$ cat src/core/post_buck_pkg.sv
`default_nettype none
package post_buck_pkg;
    // clock and derived counts
    localparam int CLK_MHZ = 250;
    localparam int OCP_TIMEOUT_US = 100;
    localparam int OCP_TIMEOUT_CYC = OCP_TIMEOUT_US * CLK_MHZ;
    localparam int SW_FREQ_KHZ = 2200;
    localparam int SW_PERIOD_CYC = (CLK_MHZ * 1000) / SW_FREQ_KHZ;
    localparam int SS_STEP_US = 10;
    localparam int SS_STEP_CYC = SS_STEP_US * CLK_MHZ;

    // voltage code: 0.9 V .. 1.3 V in 50 mV steps
    localparam int VCODE_W = 4;
    localparam logic [3:0] VCODE_MAX = 4'h8;
    localparam logic [3:0] VCODE_RESET = 4'h7;
    localparam int VOUT_MIN_MV = 900;
    localparam int VOUT_STEP_MV = 50;
    localparam int VOUT_MV_W = 11;

    // apb byte addresses
    localparam int ADDR_W = 8;
    localparam logic [7:0] OFS_STATUS = 8'h00;
    localparam logic [7:0] OFS_IRQ_STATUS = 8'h04;
    localparam logic [7:0] OFS_IRQ_CLEAR = 8'h08;
    localparam logic [7:0] OFS_IRQ_ENABLE = 8'h0c;
    localparam logic [7:0] OFS_VCODE = 8'h10;
    localparam logic [7:0] OFS_VCODE_CHECK = 8'h14;
    localparam logic [7:0] OFS_CTRL = 8'h18;

    // event bits of irq status / clear / enable
    localparam int NEV = 3;
    localparam int EV_OC = 0;
    localparam int EV_OTW = 1;
    localparam int EV_TSD = 2;
    localparam logic [2:0] IRQ_EN_RESET = 3'h0;

    // status bits: live warning, latched presence and detection, state
    localparam int STB_OTW_LIVE = 0;
    localparam int STB_PRESENT = 1;
    localparam int STB_RUNNING = 2;
    localparam int STB_TSD_ACTIVE = 3;
    localparam int STB_DETECTED = 4;

    // control bits
    localparam int CTRL_EN = 0;
    localparam logic CTRL_EN_RESET = 1'b1;

    // synchronised pin vector layout
    localparam int NPIN = 7;
    localparam int PIN_PEAK = 0;
    localparam int PIN_LS_OC = 1;
    localparam int PIN_OTW = 2;
    localparam int PIN_OTSD = 3;
    localparam int PIN_PRESENT = 4;
    localparam int PIN_ACTIVE = 5;
    localparam int PIN_SEQ = 6;

    typedef enum logic [2:0] {
        RS_IDLE, RS_DETECT, RS_SOFT, RS_RUN, RS_ABSENT, RS_TSD
    } rail_state_t;
endpackage : post_buck_pkg
`default_nettype wire

$ cat src/core/pin_sync.sv
`default_nettype none
module pin_sync #(
    parameter int WIDTH = 1
) (
    input wire logic clk_sys,
    input wire logic arst_n,
    input wire logic [WIDTH-1:0] async_in,
    output logic [WIDTH-1:0] sync_out
);
    logic [WIDTH-1:0] meta_q;

    // first stage is read by the second stage only
    always_ff @(posedge clk_sys or negedge arst_n) begin
        if (!arst_n) begin
            meta_q <= '0;
            sync_out <= '0;
        end else begin
            meta_q <= async_in;
            sync_out <= meta_q;
        end
    end
endmodule : pin_sync
`default_nettype wire

$ cat src/core/post_buck_supervisor.sv
`default_nettype none
module post_buck_supervisor
    import post_buck_pkg::*;
#(
    parameter int OCP_CYC = OCP_TIMEOUT_CYC,
    parameter int PERIOD_CYC = SW_PERIOD_CYC,
    parameter int SS_CYC = SS_STEP_CYC
) (
    input wire logic clk_sys,
    input wire logic arst_n,
    input wire logic psel,
    input wire logic penable,
    input wire logic pwrite,
    input wire logic [ADDR_W-1:0] paddr,
    input wire logic [31:0] pwdata,
    output logic [31:0] prdata,
    output logic pready,
    output logic pslverr,
    input wire logic peak_trip,
    input wire logic ls_overcurrent,
    input wire logic overtemp_warn,
    input wire logic overtemp_shutdown,
    input wire logic post_rail_input_pins,
    input wire logic device_active,
    input wire logic seq_start,
    output logic hs_gate,
    output logic ls_gate,
    output logic rail_enable,
    output logic [VCODE_W-1:0] post_rail_voltage_code,
    output logic [VOUT_MV_W-1:0] vout_target_mv,
    output logic thermal_shutdown_event,
    output logic irq
);
    localparam int OCW = $clog2(OCP_CYC + 1);
    localparam int PW = $clog2(PERIOD_CYC + 1);
    localparam int SW = $clog2(SS_CYC + 1);

    typedef struct packed {
        rail_state_t st;
        logic [PW-1:0] per_cnt;
        logic skip_next;
        logic hs_on;
        logic ls_on;
        logic [OCW-1:0] oc_cnt;
        logic oc_done;
        logic [SW-1:0] ss_cnt;
        logic [VCODE_W-1:0] ss_code;
        logic [VCODE_W-1:0] vcode;
        logic [VCODE_W-1:0] vpend;
        logic [NEV-1:0] ev;
        logic [NEV-1:0] irq_en;
        logic en;
        logic present;
        logic detected;
        logic otw_prev;
        logic sd_prev;
        logic tsd_pulse;
        logic irq;
        logic rail_en;
        logic [VCODE_W-1:0] out_code;
        logic [VOUT_MV_W-1:0] vout_mv;
        logic pready;
        logic pslverr;
        logic [31:0] prdata;
    } sup_state_t;

    sup_state_t s_q;
    sup_state_t s_d;
    logic [NPIN-1:0] pin_s;

    pin_sync #(
        .WIDTH(NPIN)
    ) u_pin_sync (
        .clk_sys(clk_sys),
        .arst_n(arst_n),
        .async_in({seq_start, device_active, post_rail_input_pins,
                   overtemp_shutdown, overtemp_warn, ls_overcurrent,
                   peak_trip}),
        .sync_out(pin_s)
    );

    logic peak_s;
    logic ls_oc_s;
    logic otw_s;
    logic sd_s;
    logic present_s;
    logic active_s;
    logic seq_s;
    assign peak_s = pin_s[PIN_PEAK];
    assign ls_oc_s = pin_s[PIN_LS_OC];
    assign otw_s = pin_s[PIN_OTW];
    assign sd_s = pin_s[PIN_OTSD];
    assign present_s = pin_s[PIN_PRESENT];
    assign active_s = pin_s[PIN_ACTIVE];
    assign seq_s = pin_s[PIN_SEQ];

    logic running;
    logic period_end;
    logic acc;
    logic wr;
    logic [NEV-1:0] ev_set;
    logic [NEV-1:0] ev_clr;
    logic [VCODE_W-1:0] wcode;
    logic [VCODE_W-1:0] tgt_code;
    logic mapped;
    logic [31:0] rdata;

    always_comb begin
        s_d = s_q;
        running = (s_q.st == RS_SOFT) || (s_q.st == RS_RUN);
        period_end = (s_q.per_cnt == PW'(PERIOD_CYC - 1));
        acc = psel && penable;
        wr = acc && pwrite && s_q.pready;
        wcode = pwdata[VCODE_W-1:0];
        ev_set = '0;
        ev_clr = '0;
        mapped = 1'b1;
        rdata = '0;

        // switching period and gate control
        s_d.per_cnt = period_end ? '0 : s_q.per_cnt + PW'(1);
        if (!running) begin
            s_d.hs_on = 1'b0;
            s_d.skip_next = 1'b0;
        end else if (period_end) begin
            s_d.skip_next = ls_oc_s;
            s_d.hs_on = !ls_oc_s;
        end else if (peak_s) begin
            s_d.hs_on = 1'b0;
        end
        // low side conducts whenever the high side is off in a live period
        s_d.ls_on = running && !s_d.hs_on;

        // overcurrent timeout; counter stops once the flag fired
        if (!(ls_oc_s || peak_s) || !running) begin
            s_d.oc_cnt = '0;
            s_d.oc_done = 1'b0;
        end else if (!s_q.oc_done) begin
            if (s_q.oc_cnt == OCW'(OCP_CYC - 1)) begin
                ev_set[EV_OC] = 1'b1;
                s_d.oc_done = 1'b1;
            end else begin
                s_d.oc_cnt = s_q.oc_cnt + OCW'(1);
            end
        end
        // no automatic shutdown on overcurrent: the host decides

        // thermal events on rising comparator edges
        s_d.otw_prev = otw_s;
        s_d.sd_prev = sd_s;
        if (otw_s && !s_q.otw_prev) begin
            ev_set[EV_OTW] = 1'b1;
        end
        s_d.tsd_pulse = sd_s && !s_q.sd_prev;
        if (sd_s && !s_q.sd_prev) begin
            ev_set[EV_TSD] = 1'b1;
        end

        // rail sequencing
        s_d.ss_cnt = '0;
        case (s_q.st)
            RS_IDLE: begin
                if (seq_s && s_q.en && active_s && !sd_s) begin
                    s_d.st = RS_DETECT;
                end
            end
            RS_DETECT: begin
                s_d.present = present_s;
                s_d.detected = 1'b1;
                s_d.ss_code = '0;
                s_d.st = present_s ? RS_SOFT : RS_ABSENT;
            end
            RS_SOFT: begin
                s_d.ss_cnt = s_q.ss_cnt + SW'(1);
                if (s_q.ss_cnt == SW'(SS_CYC - 1)) begin
                    s_d.ss_cnt = '0;
                    if (s_q.ss_code >= s_q.vcode) begin
                        s_d.st = RS_RUN;
                    end else begin
                        s_d.ss_code = s_q.ss_code + 4'h1;
                    end
                end
            end
            RS_RUN: begin
                s_d.ss_code = s_q.vcode;
            end
            RS_ABSENT: begin
                // startup skipped; leave when the host disables or on thermal shutdown
                if (!s_q.en) begin
                    s_d.st = RS_IDLE;
                end
            end
            RS_TSD: begin
                if (!sd_s) begin
                    s_d.st = RS_IDLE;
                end
            end
            default: begin
                s_d.st = RS_IDLE;
            end
        endcase
        if (sd_s && s_q.st != RS_TSD) begin
            s_d.st = RS_TSD;
        end else if (!s_q.en && running) begin
            s_d.st = RS_IDLE;
        end

        // apb register access: one wait state on every transfer
        case (paddr)
            OFS_STATUS: begin
                rdata[STB_OTW_LIVE] = otw_s;
                rdata[STB_PRESENT] = s_q.present;
                rdata[STB_RUNNING] = running;
                rdata[STB_TSD_ACTIVE] = (s_q.st == RS_TSD);
                rdata[STB_DETECTED] = s_q.detected;
            end
            OFS_IRQ_STATUS: rdata[NEV-1:0] = s_q.ev;
            OFS_IRQ_CLEAR: rdata = '0;
            OFS_IRQ_ENABLE: rdata[NEV-1:0] = s_q.irq_en;
            OFS_VCODE: rdata[VCODE_W-1:0] = s_q.vcode;
            OFS_VCODE_CHECK: rdata[VCODE_W-1:0] = ~s_q.vcode;
            OFS_CTRL: rdata[CTRL_EN] = s_q.en;
            default: mapped = 1'b0;
        endcase
        s_d.pready = acc && !s_q.pready;
        if (acc && !s_q.pready) begin
            s_d.prdata = pwrite ? 32'h0 : rdata;
            s_d.pslverr = !mapped;
        end
        if (wr && mapped) begin
            case (paddr)
                OFS_IRQ_CLEAR: ev_clr = pwdata[NEV-1:0];
                OFS_IRQ_ENABLE: s_d.irq_en = pwdata[NEV-1:0];
                OFS_CTRL: s_d.en = pwdata[CTRL_EN];
                OFS_VCODE: begin
                    if (active_s) begin
                        s_d.vpend = wcode;
                    end
                end
                OFS_VCODE_CHECK: begin
                    // inconsistent pairs or codes beyond 1.3 V are dropped
                    if (active_s && (~wcode == s_q.vpend)
                        && s_q.vpend <= VCODE_MAX) begin
                        s_d.vcode = s_q.vpend;
                    end
                end
                default: ;
            endcase
        end

        // sticky flags, set wins over a simultaneous clear
        s_d.ev = (s_q.ev & ~ev_clr) | ev_set;
        s_d.irq = |(s_d.ev & s_q.irq_en);

        // outputs: target code follows the ramp until running
        tgt_code = (s_d.st == RS_RUN) ? s_d.vcode : s_d.ss_code;
        s_d.rail_en = (s_d.st == RS_SOFT) || (s_d.st == RS_RUN);
        s_d.out_code = tgt_code;
        s_d.vout_mv = VOUT_MV_W'(VOUT_MIN_MV
                      + int'(tgt_code) * VOUT_STEP_MV);
    end

    always_ff @(posedge clk_sys or negedge arst_n) begin
        if (!arst_n) begin
            s_q <= '0;
            s_q.st <= RS_IDLE;
            s_q.vcode <= VCODE_RESET;
            s_q.vpend <= VCODE_RESET;
            s_q.irq_en <= IRQ_EN_RESET;
            s_q.en <= CTRL_EN_RESET;
            s_q.vout_mv <= VOUT_MV_W'(VOUT_MIN_MV);
        end else begin
            s_q <= s_d;
        end
    end

    assign prdata = s_q.prdata;
    assign pready = s_q.pready;
    assign pslverr = s_q.pslverr;
    assign hs_gate = s_q.hs_on;
    assign ls_gate = s_q.ls_on;
    assign rail_enable = s_q.rail_en;
    assign post_rail_voltage_code = s_q.out_code;
    assign vout_target_mv = s_q.vout_mv;
    assign thermal_shutdown_event = s_q.tsd_pulse;
    assign irq = s_q.irq;
endmodule : post_buck_supervisor
`default_nettype wire

$ cat config.mk
export PLATFORM = sky130hd
export DESIGN_NAME = post_buck_supervisor
export DESIGN_NICKNAME = d
export VERILOG_FILES = /design/src/core/post_buck_pkg.sv /design/src/core/pin_sync.sv /design/src/core/post_buck_supervisor.sv
export SDC_FILE = /design/constraint.sdc
export NUM_CORES = 1
export LEC_CHECK = 0
export BUFFER_PORTS_ARGS = -buffer_cell sky130_fd_sc_hd__buf_2
export CORE_UTILIZATION = 45
export DETAILED_ROUTE_END_ITERATION = 8
export PLACE_DENSITY = 0.7
export SETUP_SLACK_MARGIN = 0.1
export SKIP_LAST_GASP = 1
export SLEW_MARGIN = 20
export SYNTH_ARGS = -nofsm -noshare
export SYNTH_HDL_FRONTEND = slang
export SYNTH_SLANG_ARGS = --single-unit
$ cat constraint.sdc
create_clock -name clk_sys -period 3.6 [get_ports clk_sys]
set_input_delay 0.36 -clock clk_sys [delete_from_list [all_inputs] [get_ports clk_sys]]
set_output_delay 0.36 -clock clk_sys [all_outputs]
set_load 0.01 [all_outputs]
### After elaboration in Yosys (flattened, before gate mapping)

Cells that the tools add are included.

* bits of input ports: 52
* logic and storage cells: 137
* output and inout bits: 54
* bits in registers: 129

* bitwise logic cells: 6
* add/sub/neg operators: 5
* multipliers: 1
* magnitude comparators: 2
* equality and inequality tests: 20
* reductions and logical operators: 37
* muxes and demuxes: 39

Operators with widths (count)
* 2-to-1 mux 16 bit: 3
* 2-to-1 mux 3 bit: 10
* equality test 8 x 5 -> 1 bit (second input constant): 3
* 2-to-1 mux 4 bit: 6
* one-hot mux 3 bit (6 select lines): 1
* equality test 8 x 4 -> 1 bit (second input constant): 2
* adder 15 x 1 -> 15 bit (second input constant): 1
* equality test 15 bit (second input constant): 1
* logical AND 1 bit: 15
* 2-to-1 mux 15 bit: 1
* adder 12 x 1 -> 12 bit (second input constant): 1
* equality test 12 bit (second input constant): 1
* equality test 3 x 2 -> 1 bit (second input constant): 4
* 2-to-1 mux 12 bit: 1
* one-hot mux 4 bit (3 select lines): 1
* adder 10 x 10 -> 11 bit (first input constant): 1
* logical NOT 1 bit: 10
* 2-to-1 mux 1 bit: 10
* one-hot mux 2 bit (5 select lines): 1
* multiplier 4 x 5 -> 9 bit (second input constant): 1
* equality test 8 x 3 -> 1 bit (second input constant): 1
* logical NOT 8 bit: 1
* 2-to-1 mux 8 bit: 1
* NOT 4 bit: 2
* other kinds (24): 31

### Longest topological paths before layout

Gate-level depths: netlist (run 1).

* word-level depth: 11
* gate-level depth with buffers: 19
* depth with buffers taken out: 19

### Cells and area by module

A second synthesis (run 1) with hierarchy kept.

* cells, all modules: 508
* area total of the unflattened synthesis: 5180.0 um^2

By module, submodules not included
* post_buck_supervisor: area an instance 4829.6 um^2, seq. area each 2165.8 um^2, times used 1, cells each 494
* pin_sync: area an instance 350.3 um^2, seq. area each 350.3 um^2, times used 1, cells each 14

### Worst setup path before layout (run 1)

Ideal clock, no wire load.

* path type: reg-to-reg
* start: register s_q[69] (netlist name)
* end: register s_q (netlist bit vout_target_mv[8])
* arrival time: 3.824 ns
* cell stages (with the launch flop): 16
* clock period less this slack: 3.899 ns
* path buffers: 0
* setup time: 0.075 ns
* path slack: -0.299 ns
* data required time: 3.525 ns
* cell sequence: dfstp_2 -> inv_1 -> ha_1 -> nand3_1 -> o22ai_1 -> o211ai_1 -> a21boi_2 -> mux2_2 -> ha_1 -> ha_1 -> inv_1 -> fa_1 -> o21ai_0 -> xor2_1 -> a21oi_1 -> xnor2_1

RTL lines
* start: declaration: RTL line post_buck_supervisor.sv:67 `sup_state_t s_q;`

==> results.json, run 1 <==
{
  "syn_area_um2": 5340,
  "port_buffers": 49,
  "clock_latency_ps": 350,
  "worst_slew_pin_slew_ps": 825,
  "fin_skew_ps": 5.39,
  "rr_startpoint": "s_q[69]",
  "synth_cells": 527,
  "hp-class": "in -> async",
  "area_growth_pct": 23.2,
  "grt-ovfl-total": 0,
  "relSlewSlack_pct": 44.3,
  "setup_tns_ps": -642,
  "maxCapViolCount": 0,
  "cts_tree": "done",
  "r2r_cells": 16,
  "worstSetupEndpointType": "register",
  "die_x_um": 111,
  "synth_ff_type": "dfrtp_1",
  "synth_commonest_cells": "89 x dfrtp_1, 53 x nand2_1, 47 x buf_4, 44 x nor2_1, 27 x o21ai_0",
  "wl_per_cell_um": 14.7,
  "antenna_found_initial": 0,
  "status": "complete, but fails checks",
  "syn-mean-instance-area_um2": 10.1,
  "synth_top_area_share_pct": 41.7,
  "core_area_um2": 11500,
  "nNetsFinal": 700,
  "synth.most_common_cell": "dfrtp_1",
  "final_cells": 776,
  "reg2reg_to": "vout_target_mv[9]",
  "fin_crit_sh_pct": 106,
  "cts.sinks": 100,
  "hold_violations": 0,
  "startpoint_type": "register",
  "grt_max_degree": 81,
  "powerDensity_nw_per_um2": 368,
  "yosys_warnings": 0,
  "grt_pass1_wl_um": 19600,
  "vias_per_cell": 5.22,
  "clockBufferDepth": 2,
  "cts_buffers": 9,
  "synth_edf_count": 0,
  "cp_max_fo": 4,
  "fmax_mhz": 263,
  "synth_seq_cells": 100,
  "first_global_vias": 4111,
  "yosysUniqueCellTypes": 64,
  "drt_iter0_markers": 267,
  "min_period_ps": 3810,
  "start_util_pct": 46.5,
  "h-tree-depth": 3,
  "rows": 39,
  "drive_gt1_share_pct": 32.4,
  "diodes": 0,
  "rsz0062_at_grt": "true",
  "cts_hold_buf": 0,
  "ant_nets": 0,
  "die_y_um": 111,
  "async_reset_ff_share_pct": 100,
  "vdd_drop_max_mv": 0.277,
  "synth-seq-area-share_pct": 47.2,
  "clk_pin_slew_ps": 70,
  "dp_cells": 755,
  "worst-setup-path-type": "reg -> reg",
  "ff2ff_setup_slack_ps": -210,
  "grtUsageTotal_pct": 20.0,
  "crit_required_ps": 3880,
  "first_pass_iters": 4,
  "fillCellCount": 957,
  "leakage_nw": 2.97,
  "dp_hpwl_um": 8180,
  "drc": 0,
  "yosysTopAreaCell": "dfrtp_1",
  "gp_congestion": 0.925,
  "timing.final.max_slew_violations": 0,
  "fin_ws_ps": -205,
  "critPathArrivalTime_ps": 4080,
  "fp.dieArea_um2": 12300,
  "io_pins": 106,
  "drt_wl_total_um": 11400,
  "violations": "negative setup slack",
  "final-setup-viol-count": 5,
  "synth_area_leaders": "dfrtp_1 42%, buf_4 6.6%, dfstp_2 5.4%, ha_1 4.2%, nand2_1 3.7%",
  "clock-root-buffer": "clkbuf_16",
  "vias": 4052
}
-- power by group --
group | leakage, nW | internal (mW) | total [mW] | switching, mW
Combinational | 1.56 | 0.102 | 0.238 | 0.136
Clock | 0.147 | 0.591 | 1.00 | 0.409
Sequential | 1.27 | 1.16 | 1.18 | 0.0179
-- cell type report --
class	count	area, µm²	area share (%)
clock inverter	3	45.0	0.685
inverter	24	90.1	1.37
sequential	100	2520	38.3
multi-input combinational	375	2690	40.9
timing repair buffer	119	792	12.0
clock buffer	12	267	4.05
tap	143	179	2.72
-- cell usage in the layout (no fill, tap or decap), drive strengths merged, types with 11 or more instances in the layout --
| cell | n |
|---|---|
| a21oi | 18 |
| buf | 119 |
| clkbuf | 12 |
| conb | 28 |
| dfrtp | 89 |
| dfstp | 11 |
| ha | 18 |
| inv | 24 |
| mux2 | 13 |
| nand2 | 53 |
| nand3 | 20 |
| nor2 | 45 |
| o21ai | 29 |
| xnor2 | 12 |
| xor2 | 18 |
-- routing by layer --
| layer | up-vias | track usage (%) | share of wire, % |
|---|---|---|---|
| met4 | 0 | 7.73 | 2.7 |
| li1 | 1969 | - | - |
| met2 | 73 | 33.7 | 51 |
| met5 | - | 0 | 0 |
| met1 | 1983 | 24.8 | 43 |
| met3 | 27 | 4.54 | 3.8 |
-- state kept, by name, indices dropped and copies added, names as in the netlist --
signal                  cells
hs_gate                     1
irq                         1
s_q                        61
vout_target_mv              9
prdata                      5
thermal_shutdown_event      1
u_pin_sync.sync_out         7
pslverr                     1
ls_gate                     1
rail_enable                 1
u_pin_sync.meta_q           7
pready                      1
post_rail_voltage_code      4
-- through the flow --
| stage | hold WS (ps) | utilization (%) | setup slack (ps) | cell area, µm² | power (mW) |
|---|---|---|---|---|---|
| 2_1_floorplan | 64.4 | - | -27.5 | 5550 | 1.35 |
| 3_3_place_gp | 335 | 52.9 | -154 | 6060 | 1.41 |
| 3_5_place_dp | 342 | 52.9 | -224 | 6060 | 1.42 |
| 4_1_cts | 98.0 | 57.1 | -176 | 6540 | 2.44 |
| 5_1_grt | 105 | 57.3 | -352 | 6580 | 2.51 |
| 6_report | 42.3 | 57.3 | -205 | 6580 | 2.42 |
-- cells by family (layout without fill, tap and decap cells) --
logic type / count (synthesis) / in the layout / synth area share [%]
and+or+nand+nor: 189 / 189 / 18.7
DFF: 100 / 100 / 47.2
AOI/OAI and AO/OA: 90 / 90 / 11.7
buffers and inverters: 79 / 158 / 9.03
xor gates and xnor gates: 30 / 30 / 4.92
adders and majority gates: 19 / 19 / 4.60
muxes: 19 / 19 / 3.87
other: 1 / 28 / 0.0703
-- worst max-delay path, stage by stage, from the launching register on --
cell      delay [ps]
dfstp_2          540
inv_2             50
ha_4             250
a21oi_4          160
o22ai_4          120
nor3_4           270
a21oi_1          100
o21ai_0          150
o21ai_0          150
mux2_4           320
ha_4             280
ha_4             130
inv_2             30
fa_2             640
nor2_4            70
a221oi_2         270
xor2_1           190
-- what timing repair did --
item | 4_1_cts | 5_1_grt
resized for setup | 20 | 4
setup endpoints to repair | 5 | 5
pin swaps | 17 | 3
setup buffers | 5 | 1
-- worst max path at each step --
stage	to	cells past startpoint	slack, ps	startpoint
finish	vout_target_mv[9]	16	-210	s_q[69]
global route	vout_target_mv[9]	19	-350	s_q[69]
CTS	vout_target_mv[9]	17	-180	s_q[69]
detailed placement	vout_target_mv[9]	15	-220	s_q[68]
global placement	vout_target_mv[9]	17	-150	paddr[0]
floorplan	vout_target_mv[9]	14	-30	s_q[69]
Note: power is estimated with default switching activity, not from simulation.
==> run 2, diff against run 1 <==
--- a/config.mk
+++ b/config.mk
@@ -10,7 +10,6 @@
 export DETAILED_ROUTE_END_ITERATION = 8
 export PLACE_DENSITY = 0.7
 export SETUP_SLACK_MARGIN = 0.1
-export SKIP_LAST_GASP = 1
 export SLEW_MARGIN = 20
 export SYNTH_ARGS = -nofsm -noshare
 export SYNTH_HDL_FRONTEND = slang
==> run 2 against run 1 <==
Net effect:
- the run still ends with negative setup slack left
- register-to-register slack lost 30 ps
- setup slack lost 32 ps
- first-iteration DRC count shrank 5.6%
- routed wire length grew 0.74%
- via count shrank 0.30%
- critical endpoint unchanged
==> results.json, run 2 (synthesized netlist as in run 1, its figures left out) <==
{
  "antenna_found_initial": 0,
  "core_area_um2": 11500,
  "die_x_um": 111,
  "grtUsageTotal_pct": 20.0,
  "relSlewSlack_pct": 44.3,
  "min_period_ps": 3840,
  "timing.final.max_slew_violations": 0,
  "leakage_nw": 2.98,
  "postLayoutCoreUtil_pct": 57.4,
  "worst-setup-path-type": "reg -> reg",
  "cts_tree": "done",
  "rr_startpoint": "s_q[69]",
  "hp-class": "in -> async",
  "wl_per_cell_um": 14.8,
  "grt-ovfl-total": 0,
  "first_global_vias": 4112,
  "layout_common_cells": "89 x dfrtp_1, 66 x buf_4, 53 x nand2_1, 48 x buf_2, 43 x nor2_1",
  "vias_per_cell": 5.21,
  "io_pins": 106,
  "rows": 39,
  "start_util_pct": 46.5,
  "path_cells": "inv_2 -> ha_4 -> a21oi_4 -> o22ai_4 -> nor3_4 -> a21oi_1 -> o21ai_0 -> o21ai_0 -> mux2_4 -> ha_4 -> ha_4 -> inv_2 -> fa_2 -> nor2_4 -> a221oi_2 -> xor2_1",
  "fp.dieArea_um2": 12300,
  "startpoint_type": "register",
  "first_pass_iters": 4,
  "dp_hpwl_um": 8180,
  "drt_iter0_markers": 252,
  "fin_skew_ps": 5.11,
  "cts_hold_buf": 0,
  "crit_top_cell": "ha_4",
  "drt_wl_total_um": 11500,
  "diodes": 0,
  "dp_cells": 755,
  "final-setup-viol-count": 5,
  "final_cells": 776,
  "path_depth": 16,
  "grt_max_degree": 81,
  "cts.sinks": 100,
  "ant_nets": 0,
  "ff2ff_setup_slack_ps": -240,
  "worstSetupEndpointType": "register",
  "h-tree-depth": 3,
  "final_common_cell": "dfrtp_1",
  "vias": 4040,
  "violations": "negative setup slack",
  "critPathArrivalTime_ps": 4110,
  "cp_top_family": "adder cells",
  "gp_congestion": 0.925,
  "cp_max_fo": 4,
  "powerDensity_nw_per_um2": 368,
  "worst_slew_pin_slew_ps": 824,
  "fmax_mhz": 261,
  "drive_gt1_share_pct": 32.5,
  "reg2reg_to": "vout_target_mv[9]",
  "grt_pass1_wl_um": 19700,
  "cts_buffers": 9,
  "clockBufferDepth": 2,
  "regMostFlops": "s_q",
  "rsz0062_at_grt": "true",
  "clock_latency_ps": 350,
  "slowest_delay_ps": 640,
  "hold_violations": 0,
  "fin_crit_sh_pct": 107,
  "crit_start": "s_q[69]",
  "largest_register_ffs": 61,
  "drc": 0,
  "cp_num_buf_inv": 2,
  "r2r_cells": 16,
  "crit_end": "vout_target_mv[9]",
  "maxCapViolCount": 0,
  "vdd_drop_max_mv": 0.277,
  "cp_slowest_cell": "fa_2",
  "status": "complete, but fails checks",
  "fin_ws_ps": -237,
  "port_buffers": 49,
  "die_y_um": 111,
  "nNetsFinal": 700,
  "crit_required_ps": 3870,
  "area_growth_pct": 23.3,
  "clock-root-buffer": "clkbuf_16",
  "clk_pin_slew_ps": 70
}
==> run 2: cell counts in the layout (fill, tap and decap cells not counted) <==
No cell type changed its count.
==> run 2: cell type report <==
cell class	count	area [µm²]
clock buffer	12	267
clock inverter	3	45.0
fill	956	4890
inverter	24	90.1
multi-input combinational	375	2690
sequential	100	2520
tap	143	179
timing repair buffer	119	792
==> run 2: repair_timing <==
action	in CTS	in global routing
endpoints found under the setup margin	5	5
pin swaps	17	3
resized for setup	21	4
buffers inserted	5	1
==> run 2: report_power, final <==
part	internal [mW]	leakage [nW]	switching (mW)
combinational	0.103	1.56	0.138
clock	0.591	0.147	0.408
sequential	1.16	1.27	0.0179
total	1.86	2.98	0.564
==> run 2: how the worst min path moves through the flow <==
stage,startpoint,endpoint,cells past startpoint
final,arst_n,u_pin_sync.meta_q[2],1
after global routing,overtemp_warn,u_pin_sync.meta_q[2],1
after CTS,overtemp_warn,u_pin_sync.meta_q[2],1
after detailed placement,u_pin_sync.meta_q[5],u_pin_sync.sync_out[5],0
after global placement,u_pin_sync.meta_q[2],u_pin_sync.sync_out[2],0
after floorplan,arst_n,hs_gate,0
==> run 2: routing by layer <==
metal  part of all wire, %  up-vias  GRT usage, %
met2                    50       79          33.8
li1                      -     1967             -
met5                     0        -             0
met4                   2.6        0          8.00
met3                   3.4       27          4.54
met1                    44     1967          24.8
==> run 2: through the flow <==
step / power [mW] / cell area [µm²] / setup WS (ps) / hold slack (ps) / TNS, ps
global route: 2.52 / 6580 / -346 / 105 / -1360
finish: 2.42 / 6580 / -237 / 48.0 / -769
global placement: 1.41 / 6060 / -154 / 335 / -274
floorplan: 1.35 / 5550 / -27.5 / 64.4 / -48.6
detailed placement: 1.42 / 6060 / -224 / 342 / -519
CTS: 2.44 / 6550 / -176 / 98.0 / -534
==> run 3, diff against run 2 <==
--- a/config.mk
+++ b/config.mk
@@ -8,8 +8,7 @@
 export BUFFER_PORTS_ARGS = -buffer_cell sky130_fd_sc_hd__buf_2
 export CORE_UTILIZATION = 45
 export DETAILED_ROUTE_END_ITERATION = 8
-export PLACE_DENSITY = 0.7
-export SETUP_SLACK_MARGIN = 0.1
+export PLACE_DENSITY = 0.67
 export SLEW_MARGIN = 20
 export SYNTH_ARGS = -nofsm -noshare
 export SYNTH_HDL_FRONTEND = slang
==> constraint.sdc (replaced) <==
create_clock -name clk_sys -period 4.9 [get_ports clk_sys]
set_input_delay 0.49 -clock clk_sys [delete_from_list [all_inputs] [get_ports clk_sys]]
set_output_delay 0.49 -clock clk_sys [all_outputs]
set_load 0.01 [all_outputs]
==> run 3 against run 2 <==
Net effect:
- the flow now finishes without violations
- cell area fell by 12%
- maximum frequency shrank 13%
- final cell count down 8.5%
- clock skew up 1.7 ps
- hold slack gained 76 ps
- power fell by 30%
- sequential cell count is the same
- via count decreased by 8.3%
- routed wire length is 12% lower
- clock power fell by 29%
- die area did not move
- sequential share of layout area increased by 5.2 points
- largest cell class is now sequential cells
==> results.json, run 3 (synthesized netlist as in run 1, its figures left out) <==
{
  "status": "completed",
  "fp.dieArea_um2": 12300,
  "gp_congestion": 0.908,
  "grt_pass1_wl_um": 17300,
  "die_x_um": 111,
  "grt-ovfl-total": 0,
  "relSlewSlack_pct": 43.6,
  "fin_skew_ps": 6.78,
  "cp_slowest_cell": "dfstp_2",
  "leakage_nw": 2.62,
  "antenna_found_initial": 0,
  "h-tree-depth": 3,
  "ant_nets": 0,
  "clockPowerShare_pct": 41.6,
  "critPathArrivalTime_ps": 4670,
  "cp_num_buf_inv": 2,
  "setup_tns_ps": 0,
  "fillCellCount": 1035,
  "rows": 39,
  "rr_startpoint": "s_q[69]",
  "largest_register_ffs": 61,
  "grt_max_degree": 59,
  "layout_common_cells": "89 x dfrtp_1, 53 x nand2_1, 48 x buf_2, 44 x nor2_1, 28 x conb_1",
  "crit_required_ps": 5170,
  "drive_gt1_share_pct": 19.4,
  "path_cells": "inv_1 -> ha_1 -> nand3_1 -> o22ai_1 -> o211ai_1 -> a21boi_2 -> mux2_2 -> ha_1 -> ha_1 -> inv_1 -> fa_1 -> nor2_1 -> a21oi_1 -> a21oi_1 -> xnor2_1",
  "vias": 3705,
  "rsz0062_at_grt": "false",
  "fmax_mhz": 227,
  "die_y_um": 111,
  "cp_max_fo": 8,
  "internal_power_mw": 1.31,
  "ff2ff_setup_slack_ps": 500,
  "clk_pin_slew_ps": 60,
  "vias_per_cell": 5.22,
  "hold_violations": 0,
  "first_pass_iters": 4,
  "drc": 0,
  "cts_tree": "done",
  "final_common_cell": "dfrtp_1",
  "final_cell_area_um2": 5800,
  "r2r_cells": 15,
  "start_util_pct": 46.5,
  "seqPwrFrac_pct": 51.0,
  "clock-root-buffer": "clkbuf_16",
  "worstSetupEndpointType": "register",
  "first_global_vias": 3712,
  "postLayoutCoreUtil_pct": 50.6,
  "comb_power_share_pct": 7.4,
  "fin_crit_sh_pct": 89.9,
  "hp-class": "in -> async",
  "post_cts_buffers": 0,
  "cts_hold_buf": 0,
  "slowest_delay_ps": 590,
  "worst_slew_pin_slew_ps": 840,
  "cts_buffers": 9,
  "regMostFlops": "s_q",
  "startpoint_type": "register",
  "clockBufferDepth": 2,
  "crit_top_cell": "ha_1",
  "dp_hpwl_um": 7280,
  "nNetsFinal": 633,
  "area_growth_pct": 8.65,
  "maxCapViolCount": 0,
  "p_switching_uw": 399,
  "diodes": 0,
  "wl_per_cell_um": 14.2,
  "powerDensity_nw_per_um2": 294,
  "sw_frac_of_total_pct": 23.4,
  "vdd_drop_max_mv": 0.195,
  "final-setup-viol-count": 0,
  "drt_wl_total_um": 10100,
  "cp_top_family": "compound AO/OA/AOI/OAI gates",
  "reg2reg_to": "vout_target_mv[8]",
  "grtUsageTotal_pct": 17.6,
  "cts.sinks": 100,
  "io_pins": 106,
  "cts_resized": 0,
  "clock_latency_ps": 340,
  "core_area_um2": 11500,
  "drt_iter0_markers": 163,
  "port_buffers": 49,
  "place_area_um2": 5500,
  "min_period_ps": 4400,
  "timing.final.max_slew_violations": 0,
  "worst-setup-path-type": "reg -> reg"
}
-- run 3: cell types whose count changed in the layout (fill, tap and decap cells not counted), sizes merged --
cell    before  now
buf        119   52
clkinv       0    3
clkbuf      12   10
-- run 3: how the worst max path moves through the flow --
stage / from / endpoint / slack (ps) / cells past startpoint
6_report: s_q[69] / vout_target_mv[8] / 500 / 15
5_1_grt: s_q[69] / vout_target_mv[8] / 210 / 15
4_1_cts: s_q[69] / vout_target_mv[8] / 470 / 15
3_5_place_dp: s_q[69] / vout_target_mv[8] / 560 / 15
3_3_place_gp: s_q[69] / vout_target_mv[8] / 570 / 15
2_1_floorplan: s_q[69] / vout_target_mv[8] / 1000 / 15
-- run 3: worst register-to-register path: stages (launching register included) --
cell      delay, ps
dfstp_2         590
inv_1            80
ha_1            300
nand3_1          80
o22ai_1         440
o211ai_1        210
a21boi_2        480
mux2_2          440
ha_1            280
ha_1            210
inv_1            70
fa_1            470
nor2_1          280
a21oi_1         110
a21oi_1         150
xnor2_1         140
-- run 3: routing by layer --
layer	routed length, µm	global-route usage [%]	vias up
li1	-	-	1830
met1	4620	23.2	1793
met2	4930	28.4	68
met3	367	3.88	14
met5	0	0	-
met4	145	6.49	0
-- run 3: area by class of cell --
| cell class | count | area, µm² | share of cell area (%) |
|---|---|---|---|
| Sequential cell | 100 | 2520 | 43.4 |
| Multi-Input combinational cell | 375 | 2440 | 42.1 |
| Timing Repair Buffer | 52 | 270 | 4.66 |
| Clock buffer | 10 | 239 | 4.12 |
| Tap cell | 143 | 179 | 3.09 |
| Inverter | 24 | 90.1 | 1.55 |
| Clock inverter | 6 | 63.8 | 1.10 |
-- run 3: power groups by stage --
stage               combinational [mW]  clock [mW]  sequential (mW)
finish                           0.127       0.710            0.870
global route                     0.143       0.768            0.873
CTS                              0.129       0.735            0.870
detailed placement               0.127           0            0.885
global placement                 0.127           0            0.884
floorplan                        0.106           0            0.880
-- run 3: per-stage QoR --
stage	hold slack, ps	total power, mW	std cells	setup slack (ps)
6_report	124	1.71	710	497
5_1_grt	165	1.78	710	212
4_1_cts	140	1.73	710	466
3_5_place_dp	336	1.01	694	555
3_3_place_gp	333	1.01	694	567
2_1_floorplan	194	0.986	554	1000
